`src/pkg/fdp_pkg.sv`:
```
package fdp_pkg;

  // ---------------------------------------------------------------
  // clock and timing
  // ---------------------------------------------------------------
  localparam int CLK_NS = 40;
  localparam int PRECOMP_SHORT_NS = 125;
  localparam int PRECOMP_LONG_NS = 187;
  localparam int PRECOMP_SHORT_CYC = (PRECOMP_SHORT_NS + CLK_NS - 1) / CLK_NS;
  localparam int PRECOMP_LONG_CYC = (PRECOMP_LONG_NS + CLK_NS - 1) / CLK_NS;
  localparam int STEP_PULSE_NS = 1000;
  localparam int STEP_PULSE_CYC = (STEP_PULSE_NS + CLK_NS - 1) / CLK_NS;
  localparam int WRITE_PULSE_NS = 200;
  localparam int WRITE_PULSE_CYC = (WRITE_PULSE_NS + CLK_NS - 1) / CLK_NS;
  localparam int GATE_LEAD_NS = 400;
  localparam int GATE_LEAD_CYC = (GATE_LEAD_NS + CLK_NS - 1) / CLK_NS;
  localparam int BIT_CELL_NS = 2000;
  localparam int BIT_CELL_CYC = BIT_CELL_NS / CLK_NS;
  localparam int DELAY_W = 3;

  // ---------------------------------------------------------------
  // register map (byte addresses)
  // ---------------------------------------------------------------
  localparam logic [4:0] OFS_OPS = 5'h00;
  localparam logic [4:0] OFS_CTRL = 5'h04;
  localparam logic [4:0] OFS_STATUS = 5'h08;
  localparam logic [4:0] OFS_CMD = 5'h0c;
  localparam logic [4:0] OFS_DATA = 5'h10;
  localparam logic [4:0] OFS_FLUX = 5'h14;

  // ---------------------------------------------------------------
  // fields
  // ---------------------------------------------------------------
  localparam int OPS_SEL_A = 0;
  localparam int OPS_SEL_B = 1;
  localparam int OPS_MOTOR_A = 4;
  localparam int OPS_MOTOR_B = 5;
  localparam logic [1:0] RATE_ALT = 2'h1;
  localparam int CTRL_SWAP_BIT = 7;
  localparam int CMD_W = 11;
  localparam int CMD_UNIT = 0;
  localparam int CMD_SIDE = 2;
  localparam int CMD_DIR = 3;
  localparam int CMD_MODE = 4;
  localparam int CMD_DEFEAT = 6;
  localparam int CMD_INNER = 7;
  localparam int CMD_STEP = 8;
  localparam int CMD_GATE = 9;
  localparam int CMD_UNIT_EN = 10;
  localparam logic [CMD_W-1:0] CMD_RST = 11'h008;
  localparam logic [1:0] MODE_CODE_PC = 2'h1;
  localparam logic [1:0] MODE_CODE_SPECIAL = 2'h2;

  // pin bundle order into the synchroniser
  localparam int PIN_GATE = 0;
  localparam int PIN_SWAP = 1;
  localparam int PIN_RAW = 2;
  localparam int PIN_SPIN = 3;
  localparam int PIN_PRECOMP = 4;
  localparam int PIN_W = 5;

  typedef enum logic [1:0] {MODE_BASE, MODE_PC, MODE_SPECIAL} fdp_mode_type;
  typedef enum logic {WR_IDLE, WR_SHIFT} fdp_wr_type;

endpackage

```
`src/logic/fdp_top.sv`:
```
`timescale 1ns/1ns
// Operation
// - ctrl read shows swap sense when gated
// - ops offset write loads whole byte
// - ctrl offset write loads two low bits
// - reset idles sequencer, enters base mode
// - count raw read falling edges as flux
// - alternate clock only for 300 kb/s rate
// - two-speed spindle never gets alternate clock
// - precomp 125 ns high, 187 ns low
// - defeat disables precomp, ignores select
// - side select high side 0
// - write gate low just before writing
// - write stream falling edge per transition
// - direction high outward, low inward
// - one low step pulse per track
// - pc mode selects a,b from ops bits
// - pc mode motor a from ops register
// - base/special: decoded active-low unit selects
// - motor b pc, else unit d
module fdp_top (
  input wire logic sys_clk,
  input wire logic rst_b,
  input wire logic [4:0] avs_address,
  input wire logic avs_read,
  input wire logic avs_write,
  input wire logic [31:0] avs_writedata,
  output logic [31:0] avs_readdata,
  output logic avs_waitrequest,
  input wire logic media_swap_status_gate_n,
  input wire logic media_swap_sense_n,
  input wire logic raw_read_stream,
  input wire logic spindle_type_sel,
  input wire logic precomp_amount_sel,
  output logic alt_clock_select,
  output logic side_select,
  output logic write_gate_n,
  output logic write_pulse_stream,
  output logic step_direction,
  output logic step_pulse_n,
  output logic unit_select_a_n,
  output logic unit_select_b_n,
  output logic motor_a_or_unit_c_n,
  output logic motor_b_or_unit_d_n
);

  localparam int CELL_W = $clog2(fdp_pkg::BIT_CELL_CYC);
  localparam int LEAD_W = $clog2(fdp_pkg::GATE_LEAD_CYC + 1);
  localparam logic [CELL_W-1:0] CELL_LAST =
    CELL_W'(fdp_pkg::BIT_CELL_CYC - 1);
  localparam logic [LEAD_W-1:0] LEAD_DONE =
    LEAD_W'(fdp_pkg::GATE_LEAD_CYC);
  localparam logic [fdp_pkg::DELAY_W-1:0] DLY_SHORT =
    fdp_pkg::DELAY_W'(fdp_pkg::PRECOMP_SHORT_CYC);
  localparam logic [fdp_pkg::DELAY_W-1:0] DLY_LONG =
    fdp_pkg::DELAY_W'(fdp_pkg::PRECOMP_LONG_CYC);

  typedef struct packed {
    fdp_pkg::fdp_mode_type mode;
    fdp_pkg::fdp_wr_type wstate;
    logic [7:0] ops;
    logic [1:0] ctrl;
    logic [fdp_pkg::CMD_W-1:0] cmd;
    logic [7:0] shreg;
    logic [2:0] bitcnt;
    logic [CELL_W-1:0] cellcnt;
    logic [LEAD_W-1:0] leadcnt;
    logic [15:0] flux;
    logic raw_prev;
    logic waitreq;
    logic [31:0] rdata;
    logic alt_sel;
    logic [3:0] sel_n;
  } fdp_top_state_type;

  fdp_top_state_type s;
  fdp_top_state_type next_s;
  logic [fdp_pkg::PIN_W-1:0] pins;
  logic gate_q;
  logic swap_q;
  logic raw_q;
  logic spin_q;
  logic pc_q;
  logic step_trig;
  logic step_busy;
  logic wr_trig;
  logic wr_busy;
  logic [fdp_pkg::DELAY_W-1:0] wr_delay;
  logic blocked;
  logic accept;
  logic gate_ok;
  logic [3:0] unit_dec_n;

  initial begin
    if (fdp_pkg::BIT_CELL_CYC <= fdp_pkg::PRECOMP_LONG_CYC +
        fdp_pkg::WRITE_PULSE_CYC + 1) begin
      $error("fdp_top: bit cell too short for precomp and pulse");
    end
  end

  // ---------------------------------------------------------------
  // pin synchroniser and pulse generators
  // ---------------------------------------------------------------
  fdp_sync #(
    .W(fdp_pkg::PIN_W),
    .RST_VAL('1)
  ) u_sync (
    .sys_clk(sys_clk),
    .rst_b(rst_b),
    .pin_in({precomp_amount_sel, spindle_type_sel, raw_read_stream,
             media_swap_sense_n, media_swap_status_gate_n}),
    .level(pins)
  );

  assign gate_q = pins[fdp_pkg::PIN_GATE];
  assign swap_q = pins[fdp_pkg::PIN_SWAP];
  assign raw_q = pins[fdp_pkg::PIN_RAW];
  assign spin_q = pins[fdp_pkg::PIN_SPIN];
  assign pc_q = pins[fdp_pkg::PIN_PRECOMP];

  fdp_pulse #(
    .WIDTH_CYC(fdp_pkg::STEP_PULSE_CYC),
    .DW(fdp_pkg::DELAY_W)
  ) u_step (
    .sys_clk(sys_clk),
    .rst_b(rst_b),
    .trigger(step_trig),
    .delay('0),
    .pulse_n(step_pulse_n),
    .busy(step_busy)
  );

  // every falling edge of the stream is one recorded transition
  // write transition pulse
  fdp_pulse #(
    .WIDTH_CYC(fdp_pkg::WRITE_PULSE_CYC),
    .DW(fdp_pkg::DELAY_W)
  ) u_wpulse (
    .sys_clk(sys_clk),
    .rst_b(rst_b),
    .trigger(wr_trig),
    .delay(wr_delay),
    .pulse_n(write_pulse_stream),
    .busy(wr_busy)
  );

  // ---------------------------------------------------------------
  // next state
  // ---------------------------------------------------------------
  assign gate_ok = s.cmd[fdp_pkg::CMD_GATE] && (s.leadcnt == LEAD_DONE);
  assign blocked = avs_write &&
    (((avs_address == fdp_pkg::OFS_DATA) && (s.wstate != fdp_pkg::WR_IDLE))
     || ((avs_address == fdp_pkg::OFS_CMD) &&
         avs_writedata[fdp_pkg::CMD_STEP] && step_busy));
  assign accept = !s.waitreq && (avs_read || avs_write);

  always_comb begin
    next_s = s;
    step_trig = 1'b0;
    wr_trig = 1'b0;
    wr_delay = '0;
    unit_dec_n = '1;
    // flux transitions from the drive
    // falling edge count
    next_s.raw_prev = raw_q;
    if (s.raw_prev && !raw_q) begin
      next_s.flux = s.flux + 16'h0001;
    end
    // bus handshake: one wait cycle, action at the sampled edge
    if (s.waitreq) begin
      if ((avs_read || avs_write) && !blocked) begin
        next_s.waitreq = 1'b0;
      end
      case (avs_address)
        fdp_pkg::OFS_OPS: begin
          next_s.rdata = 32'(s.ops);
        end
        fdp_pkg::OFS_CTRL: begin
          next_s.rdata = 32'(s.ctrl);
          if (!gate_q) begin
            next_s.rdata[fdp_pkg::CTRL_SWAP_BIT] = swap_q;
          end
        end
        fdp_pkg::OFS_STATUS: begin
          next_s.rdata = 32'({s.mode, step_busy, wr_busy,
            (s.wstate == fdp_pkg::WR_SHIFT), gate_ok, spin_q, pc_q});
        end
        fdp_pkg::OFS_CMD: begin
          next_s.rdata = 32'(s.cmd);
        end
        fdp_pkg::OFS_DATA: begin
          next_s.rdata = 32'(s.shreg);
        end
        fdp_pkg::OFS_FLUX: begin
          next_s.rdata = 32'(s.flux);
        end
        default: begin
          next_s.rdata = '0;
        end
      endcase
    end else begin
      next_s.waitreq = 1'b1;
    end
    if (accept && avs_write) begin
      case (avs_address)
        fdp_pkg::OFS_OPS: begin
          next_s.ops = avs_writedata[7:0];
        end
        fdp_pkg::OFS_CTRL: begin
          next_s.ctrl = avs_writedata[1:0];
        end
        fdp_pkg::OFS_CMD: begin
          next_s.cmd = avs_writedata[fdp_pkg::CMD_W-1:0];
          next_s.cmd[fdp_pkg::CMD_STEP] = 1'b0;
          step_trig = avs_writedata[fdp_pkg::CMD_STEP];
          case (avs_writedata[fdp_pkg::CMD_MODE +: 2])
            fdp_pkg::MODE_CODE_PC: begin
              next_s.mode = fdp_pkg::MODE_PC;
            end
            fdp_pkg::MODE_CODE_SPECIAL: begin
              next_s.mode = fdp_pkg::MODE_SPECIAL;
            end
            default: begin
              next_s.mode = fdp_pkg::MODE_BASE;
            end
          endcase
        end
        fdp_pkg::OFS_DATA: begin
          if (gate_ok) begin
            next_s.shreg = avs_writedata[7:0];
            next_s.bitcnt = 3'h7;
            next_s.cellcnt = '0;
            next_s.wstate = fdp_pkg::WR_SHIFT;
          end
        end
        default: begin
        end
      endcase
    end
    // write gate lead time before the first cell
    // gate lead count
    if (!s.cmd[fdp_pkg::CMD_GATE]) begin
      next_s.leadcnt = '0;
    end else if (s.leadcnt != LEAD_DONE) begin
      next_s.leadcnt = s.leadcnt + 1'b1;
    end
    // serial write shifter
    case (s.wstate)
      fdp_pkg::WR_IDLE: begin
      end
      fdp_pkg::WR_SHIFT: begin
        if (!s.cmd[fdp_pkg::CMD_GATE]) begin
          next_s.wstate = fdp_pkg::WR_IDLE;
        end else begin
          if (s.cellcnt == '0) begin
            wr_trig = s.shreg[7];
          end
          if (s.cellcnt == CELL_LAST) begin
            next_s.cellcnt = '0;
            next_s.shreg = {s.shreg[6:0], 1'b0};
            next_s.bitcnt = s.bitcnt - 3'h1;
            if (s.bitcnt == 3'h0) begin
              next_s.wstate = fdp_pkg::WR_IDLE;
            end
          end else begin
            next_s.cellcnt = s.cellcnt + 1'b1;
          end
        end
      end
      default: begin
        next_s.wstate = fdp_pkg::WR_IDLE;
      end
    endcase
    // inner track precompensation
    // precomp amount
    if (s.cmd[fdp_pkg::CMD_INNER] && !s.cmd[fdp_pkg::CMD_DEFEAT]) begin
      wr_delay = pc_q ? DLY_SHORT : DLY_LONG;
    end
    // clock source choice
    // alternate for 300 kb/s
    next_s.alt_sel = (s.ctrl == fdp_pkg::RATE_ALT) && spin_q;
    // drive and motor selects
    // decoded unit selects
    if (s.cmd[fdp_pkg::CMD_UNIT_EN]) begin
      unit_dec_n = ~(4'h1 << s.cmd[fdp_pkg::CMD_UNIT +: 2]);
    end
    if (s.mode == fdp_pkg::MODE_PC) begin
      next_s.sel_n[0] = ~s.ops[fdp_pkg::OPS_SEL_A];
      next_s.sel_n[1] = ~s.ops[fdp_pkg::OPS_SEL_B];
      next_s.sel_n[2] = ~s.ops[fdp_pkg::OPS_MOTOR_A];
      next_s.sel_n[3] = ~s.ops[fdp_pkg::OPS_MOTOR_B];
    end else begin
      next_s.sel_n = unit_dec_n;
    end
  end

  // ---------------------------------------------------------------
  // state register
  // ---------------------------------------------------------------
  // base mode, idle sequencer
  always_ff @(posedge sys_clk or negedge rst_b) begin
    if (!rst_b) begin
      s <= '{mode: fdp_pkg::MODE_BASE, wstate: fdp_pkg::WR_IDLE,
             ops: '0, ctrl: '0, cmd: fdp_pkg::CMD_RST, shreg: '0,
             bitcnt: '0, cellcnt: '0, leadcnt: '0, flux: '0,
             raw_prev: 1'b1, waitreq: 1'b1, rdata: '0,
             alt_sel: 1'b0, sel_n: '1};
    end else begin
      s <= next_s;
    end
  end

  assign avs_readdata = s.rdata;
  assign avs_waitrequest = s.waitreq;
  assign alt_clock_select = s.alt_sel;
  assign side_select = ~s.cmd[fdp_pkg::CMD_SIDE];
  assign step_direction = s.cmd[fdp_pkg::CMD_DIR];
  assign write_gate_n = ~s.cmd[fdp_pkg::CMD_GATE];
  assign unit_select_a_n = s.sel_n[0];
  assign unit_select_b_n = s.sel_n[1];
  assign motor_a_or_unit_c_n = s.sel_n[2];
  assign motor_b_or_unit_d_n = s.sel_n[3];
endmodule

```
`src/logic/fdp_sync.sv`:
```
`timescale 1ns/1ns
module fdp_sync #(
  parameter int W = 5,
  parameter logic [W-1:0] RST_VAL = '1
) (
  input wire logic sys_clk,
  input wire logic rst_b,
  input wire logic [W-1:0] pin_in,
  output logic [W-1:0] level
);

  typedef struct packed {
    logic [W-1:0] s1;
    logic [W-1:0] s2;
    logic [W-1:0] s3;
    logic [W-1:0] q;
  } fdp_sync_state_type;

  fdp_sync_state_type s;
  fdp_sync_state_type next_s;
  logic [W-1:0] next_q;

  initial begin
    if (W < 1) begin
      $error("fdp_sync: W must be at least 1");
    end
  end

  // ---------------------------------------------------------------
  // per bit: accept a change once stages two and three agree
  // ---------------------------------------------------------------
  genvar i;
  generate
    for (i = 0; i < W; i++) begin : g_bit
      assign next_q[i] = (s.s2[i] == s.s3[i]) ? s.s3[i] : s.q[i];
    end
  endgenerate

  always_comb begin
    next_s = s;
    next_s.s1 = pin_in;
    next_s.s2 = s.s1;
    next_s.s3 = s.s2;
    next_s.q = next_q;
  end

  always_ff @(posedge sys_clk or negedge rst_b) begin
    if (!rst_b) begin
      s <= '{s1: RST_VAL, s2: RST_VAL, s3: RST_VAL, q: RST_VAL};
    end else begin
      s <= next_s;
    end
  end

  assign level = s.q;

endmodule

```
`src/logic/fdp_pulse.sv`:
```
`timescale 1ns/1ns
module fdp_pulse #(
  parameter int WIDTH_CYC = 25,
  parameter int DW = 3
) (
  input wire logic sys_clk,
  input wire logic rst_b,
  input wire logic trigger,
  input wire logic [DW-1:0] delay,
  output logic pulse_n,
  output logic busy
);

  localparam int CW = $clog2(WIDTH_CYC + 1);
  localparam int PW_M1 = WIDTH_CYC - 1;

  typedef struct packed {
    logic [DW-1:0] dcnt;
    logic [CW-1:0] wcnt;
    logic low;
    logic pulse_n;
    logic busy;
  } fdp_pulse_state_type;

  fdp_pulse_state_type s;
  fdp_pulse_state_type next_s;

  initial begin
    if (WIDTH_CYC < 1 || DW < 1) begin
      $error("fdp_pulse: width and delay width must be at least 1");
    end
  end

  // ---------------------------------------------------------------
  // delayed one-shot, active low
  // ---------------------------------------------------------------
  always_comb begin
    next_s = s;
    if (!s.busy) begin
      if (trigger) begin
        next_s.busy = 1'b1;
        next_s.low = 1'b0;
        next_s.dcnt = delay;
      end
    end else if (!s.low) begin
      if (s.dcnt == '0) begin
        next_s.low = 1'b1;
        next_s.pulse_n = 1'b0;
        next_s.wcnt = CW'(PW_M1);
      end else begin
        next_s.dcnt = s.dcnt - 1'b1;
      end
    end else if (s.wcnt == '0) begin
      next_s.pulse_n = 1'b1;
      next_s.busy = 1'b0;
      next_s.low = 1'b0;
    end else begin
      next_s.wcnt = s.wcnt - 1'b1;
    end
  end

  always_ff @(posedge sys_clk or negedge rst_b) begin
    if (!rst_b) begin
      s <= '{dcnt: '0, wcnt: '0, low: 1'b0, pulse_n: 1'b1, busy: 1'b0};
    end else begin
      s <= next_s;
    end
  end

  assign pulse_n = s.pulse_n;
  assign busy = s.busy;
endmodule

```
`config.mk`:
```
export PLATFORM = sky130hd
export DESIGN_NAME = fdp_top
export DESIGN_NICKNAME = d
export VERILOG_FILES = /design/src/pkg/fdp_pkg.sv /design/src/logic/fdp_top.sv /design/src/logic/fdp_sync.sv /design/src/logic/fdp_pulse.sv
export SDC_FILE = /design/constraint.sdc
export NUM_CORES = 1
export LEC_CHECK = 0
export ABC_AREA = 1
export BUFFER_PORTS_ARGS = -buffer_cell sky130_fd_sc_hd__buf_4
export CAP_MARGIN = 20
export CORE_MARGIN = 3
export CORE_UTILIZATION = 50
export CTS_CLUSTER_DIAMETER = 120
export DETAILED_ROUTE_END_ITERATION = 8
export MAX_ROUTING_LAYER = met4
export PLACE_DENSITY = 0.81
export SYNTH_ARGS = -nofsm -noshare
export SYNTH_HDL_FRONTEND = slang
export SYNTH_SLANG_ARGS = --single-unit
```
`constraint.sdc`:
```
create_clock -name sys_clk -period 1.7 [get_ports sys_clk]
set_clock_uncertainty 0.15 [all_clocks]
set_input_delay 0.51 -clock sys_clk [delete_from_list [all_inputs] [get_ports sys_clk]]
set_output_delay 0.51 -clock sys_clk [all_outputs]
set_load 0.01 [all_outputs]
```
======== Yosys cells after proc, flatten, opt, wreduce, memory -nomap -nowiden ========
Cells that the tools add are included.
word-level totals
  flip-flop bits (word level) ............. 139
  output and inout port bits .............. 43
cells by class
  add/subtract/negate cells ............... 8
  eq/ne operators ......................... 26
  shifts and indexed selects .............. 1
  muxes and demuxes ....................... 58
  bitwise logic cells ..................... 7
  reductions and logical operators ........ 37
operator list
  operator                                              number
  case mux 16 bit (6 select lines)                      1
  2-to-1 mux 17 bit                                     4
  2-to-1 mux 39 bit                                     1
  2-to-1 mux 3 bit                                      12
  2-to-1 mux 1 bit                                      25
  2-to-1 mux 11 bit                                     2
  AND reduction 3 bit                                   6
  adder 16 x 1 -> 16 bit (second input constant)        1
  2-to-1 mux 4 bit                                      4
  != test 2 bit (second input constant)                 8
  2-to-1 mux 5 bit                                      3
  2-to-1 mux 7 bit                                      2
  zero test 3 bit                                       4
  subtractor 3 x 1 -> 3 bit (second input constant)     4
  logical AND 1 bit                                     11
  equality test 5 x 4 -> 1 bit (second input constant)  2
  equality test 5 bit (second input constant)           2
  zero test 5 bit                                       2
  2-to-1 mux 8 bit                                      1
  nonzero test 2 bit                                    4
  adder 6 x 1 -> 6 bit (second input constant)          1
  equality test 2 x 1 -> 1 bit (second input constant)  3
  equality test 6 bit (second input constant)           1
  zero test 6 bit                                       1
  other kinds (17)                                      32

======== Longest topological paths before layout ========
  depth after elaboration ................. 9
  depth in mapped cells ................... 10
  depth with buffers taken out ............ 10

======== By module ========
A second synthesis with hierarchy kept.
unflattened totals
  cells, all modules ...................... 734
  area, all modules ....................... 6328.6 sq um
by module, submodules not included
  module                times used  cells each  area an instance (sq um)  sequential area each (sq um)
  fdp_top               1           534         4504.3                    2085.8
  fdp_sync              1           45          644.4                     525.5
  fdp_pulse (u_step)    1           79          633.1                     276.5
  fdp_pulse (u_wpulse)  1           76          546.8                     226.5

======== Least setup slack after synthesis ========
Ideal clock, no wire load.
  kind .................................... input-to-reg
  start point ............................. in avs_write
  end point ............................... reg u_step.s[10] (netlist bit)
  arrival ................................. 1.267 ns
  required time ........................... 1.433 ns
  setup slack ............................. 0.167 ns
  stages on the path ...................... 8
  path buffers ............................ 1
  cell sequence ........................... inv_1 nor2_2 buf_2 nand3_1 nand2_1 nand2_1 nand2_1 nand2_1
on the way
  cells in the longest elaborated chain, start to end .. 6
RTL lines
  what                               line             text
  start, declared                    fdp_top.sv:26    input wire logic avs_write,
  logical OR 1 bit                   fdp_top.sv:155   assign accept = !s.waitreq && (avs_read || avs_write);
  logical AND 1 bit                  fdp_top.sv:155
  logical AND 1 bit (*)              fdp_top.sv:204   if (accept && avs_write) begin
  2-to-1 mux 1 bit (*)               fdp_top.sv:204
  nonzero test 2 bit (no line) (*)   -
  AND reduction 3 bit (no line) (*)  -
  end signal, assigned               fdp_pulse.sv:64  s <= '{dcnt: '0, wcnt: '0, low: 1'b0, pulse_n: 1'b1, busy: 1'b0};
  end signal, assigned               fdp_pulse.sv:66  s <= next_s;
  end, declared                      fdp_pulse.sv:25  fdp_pulse_state_type s;
Mark *: on every way between the ends. The rest lies on a longest branch, timed or not.
A chain may end at the register's enable or synchronous reset.

======== Final worst setup path ========
  start point ............................. reg s (netlist bit avs_waitrequest)
  end point ............................... out avs_waitrequest
RTL lines
  what                    line            text
  start, declared         fdp_top.sv:76   fdp_top_state_type s;
  start signal, assigned  fdp_top.sv:303  s <= '{mode: fdp_pkg::MODE_BASE, wstate: fdp_pkg::WR_IDLE,
  start signal, assigned  fdp_top.sv:309  s <= next_s;
  end, declared           fdp_top.sv:29   output logic avs_waitrequest,
No word-level cell between the ends.

==> flow_summary.yaml <==
yosys:
  synth-seq-cells: 123
  avgSynthCellArea_um2: 8.46
  async_reset_ff_share_pct: 100
  ys.flop_type: "dfrtp_1"
  yosysTopAreaCellShare_pct: 38.0
  synth_top_cell_by_area: "dfrtp_1"
  synth_edf_count: 0
  yosys-top-cells-area: "dfrtp_1 38%, dfstp_2 12%, nand2_1 12%"
  ys_seq_area_share_pct: 50.3
  yosysWarnings: 0
  netlist_instances: 732
  synth_area_um2: 6190
  synthDistinctLibCells: 39
die:
  die_h_um: 117
  die_w_um: 117
  die-area_um2: 13800
  io_pins: 89
  fp-row-count: 40
  core_area_um2: 12100
  initial_core_util_pct: 51.3
finish:
  fillers: 910
  regArea_um2: 3120
  multi_input_area_um2: 2550
  final_core_util_pct: 64.2
  drive_gt1_share_pct: 24.6
  n_antenna_cell: 0
  final_area_um2: 7750
  final_nets: 884
  area_growth_pct: 25.1
sta:
  relSlewSlack_pct: 59.8
  tightest_slew_ns: 0.602
  min_period_ns: 1.72
  setup_ws_ns: -0.0198
  slew_violations: 0
  fmax_mhz: 581
  hold_viol_final: 0
  rsz0062_at_grt: "yes"
  holdWs_ns: 0.0436
  min_period_over_period_pct: 101
  setup_viol: 3
power_and_ir_drop:
  p_leak_uw: 0.00382
  max-vdd-ir-drop_mv: 0.674
  power_frac_clock_pct: 34.3
  p_sw_share_pct: 32.7
  p_switching_uw: 3360
  power_frac_seq_pct: 40.3
  intPower_uw: 6910
  powerDensity_nw_per_um2: 1320
  power_uw: 10300
  combPwrFrac_pct: 25.4
clock_network:
  cts.path.max_buffers: 2
  clk_latency_ns: 0.42
  cts_buffers: 17
  cts-root-buf: "clkbuf_16"
  clkSinkCount: 123
  cts.clk_slew.worst_paths_ns: 0.06
  htreeDepth: 4
  cts_tree: "built"
global_route:
  grt_start_max_net_pins: 27
  grt_antenna_before_repair: 0
  grt_pass1_vias: 4751
  grt_pass1_wl_um: 22500
  grt-ovfl-total: 0
  gr-usage-all-layers_pct: 21.7
setup_path:
  start_kind: "flip-flop"
  worstPathCellList: "buf_6"
  path_buf_inv: 1
  endpoint_kind: "primary output"
  cp_max_fo: 2
  worst_path_max_delay_cell: "dfstp_2"
  crit_arrival_ns: 1.06
  worstSetupPathType: "flip-flop to primary output"
  max_stage_delay_ns: 0.55
  path_delay_family: "flip-flops"
  cp.required_ns: 1.04
min_path:
  hp-class: "primary input to flip-flop"
placement:
  place.gp.congestion: 0.918
  portBuffers: 51
  dp_slack_ns: -0.123
  placed_area_um2: 6950
  dp_hpwl_um: 9820
drt:
  wl_per_cell_um: 13.8
  drt_first_pass_iters: 5
  drc: 0
  viasPerCell: 5.17
  drt_iter0_drc: 583
  drtAntennaViolNets: 0
  dr_total_vias: 5184
  wl_um: 13800
run_status:
  violations: "setup timing"
  status: "finished, violations left"
flow_run:
  drv_cap: 0
## cells by family after synthesis
group                      after synthesis  synth area share, %
DFF                                    123                 50.3
and+or+nand+nor                        361                 26.0
buffers and inverters                  135                 10.6
xor gates and xnor gates                15                 2.12
AOI/OAI and AO/OA                       76                 6.85
adders and majority gates               21                 4.04
other                                    1               0.0605
## cells in the mapped netlist, types with 2 or more instances
library cell  instances
dfstp_2              29
inv_1                76
nand3_1              49
nand4_1              42
nand3b_1              2
nand3_2               3
nand2_2               2
clkbuf_1              5
a32oi_1               2
a21oi_1               8
xnor2_1               7
buf_2                 9
o21ai_1              17
maj3_1                5
nor3_1                4
nor2_2                6
a22oi_1               2
o21bai_1              2
o31ai_1               3
ha_1                 16
nor2_1               47
o21ai_0              30
xor2_1                8
inv_2                 7
dfrtp_1              94
buf_4                35
nor2_4                4
o22ai_1               8
nand2_1             200
## per-layer routing
| metal | global-route usage, % | up-vias | routed length (um) |
|---|---|---|---|
| li1 | - | 2529 | - |
| met1 | 27.9 | 2431 | 6130 |
| met3 | 5.76 | 33 | 916 |
| met5 | - | - | 0 |
| met4 | 6.96 | 0 | 288 |
| met2 | 33.6 | 191 | 6510 |
## sequential cells by signal, indices dropped and copies added (netlist names), 5 cells and up
register and cells:
u_wpulse.s 7, u_sync.next_s 10, u_step.s 9, s 60, avs_readdata 16, u_sync.s 5
u_sync.level 5
## cell type report
class,count,share of cell area (%)
clock buffers,19,5.72
clock inverters,13,1.89
well taps,168,2.71
multi-input cells,489,32.9
repair buffers,108,12.5
inverters,83,4.05
flip-flops and latches,123,40.2
## power by group through the flow
stage | combinational [uW] | sequential [uW] | clock [uW]
after floorplan | 1640 | 4030 | 0
after CTS | 2480 | 4110 | 3570
after global placement | 2240 | 4120 | 0
final | 2600 | 4140 | 3520
after global routing | 2990 | 4220 | 3690
after detailed placement | 2320 | 4140 | 0
## path summary, 6_finish.rpt
| check | start | endpoint | slack (ns) | cells after the start |
|---|---|---|---|---|
| max | avs_waitrequest$_DFF_PN1_ | avs_waitrequest | -0.02 | 1 |
| min | raw_read_stream | u_sync.next_s[12]$_DFF_PN1_ | 0.04 | 1 |
| max reg2reg | avs_waitrequest$_DFF_PN1_ | s[74]$_DFF_PN0_ | 0.09 | 8 |
| min reg2reg | u_sync.next_s[13]$_DFF_PN1_ | u_sync.next_s[8]$_DFF_PN1_ | 0.20 | 0 |
| max in group asynchronous | rst_b | motor_a_or_unit_c_n$_DFF_PN1_ | 0.44 | 3 |
| min in group asynchronous | rst_b | avs_readdata[10]$_DFFE_PN0P_ | 0.40 | 2 |
## repair_timing
item,4_1_cts,5_1_grt
pin swaps,1,4
hold endpoints to repair,15,0
setup buffers,6,5
gates resized for setup,12,25
setup endpoints to repair,16,35
hold buffers,1,0
## metrics by stage
step	setup TNS (ns)	instances
4_1_cts	-0.168	1000
6_report	-0.0541	1003
5_1_grt	-0.322	1003
3_3_place_gp	-2.14	961
3_5_place_dp	-2.94	961
2_1_floorplan	0	747
## cell usage in the layout, fill, tap and decap left out, types with 3 or more instances in the layout
master,instances
buf_6,11
nand4_1,42
o21ai_0,27
nor2_1,44
o21ai_1,19
nand2_2,7
dfstp_2,29
o31ai_1,3
conb_1,16
inv_2,8
nand3_1,47
nor3_1,4
a21oi_1,8
clkinv_4,5
ha_1,15
nand2_1,195
nor2_4,8
inv_1,74
maj3_1,5
nor2_2,5
o22ai_1,8
dfrtp_1,93
clkinvlp_4,5
xor2_1,8
clkbuf_16,17
buf_12,9
nand3_2,4
buf_4,87
xnor2_1,7
Power figures use the tool's default switching activity.
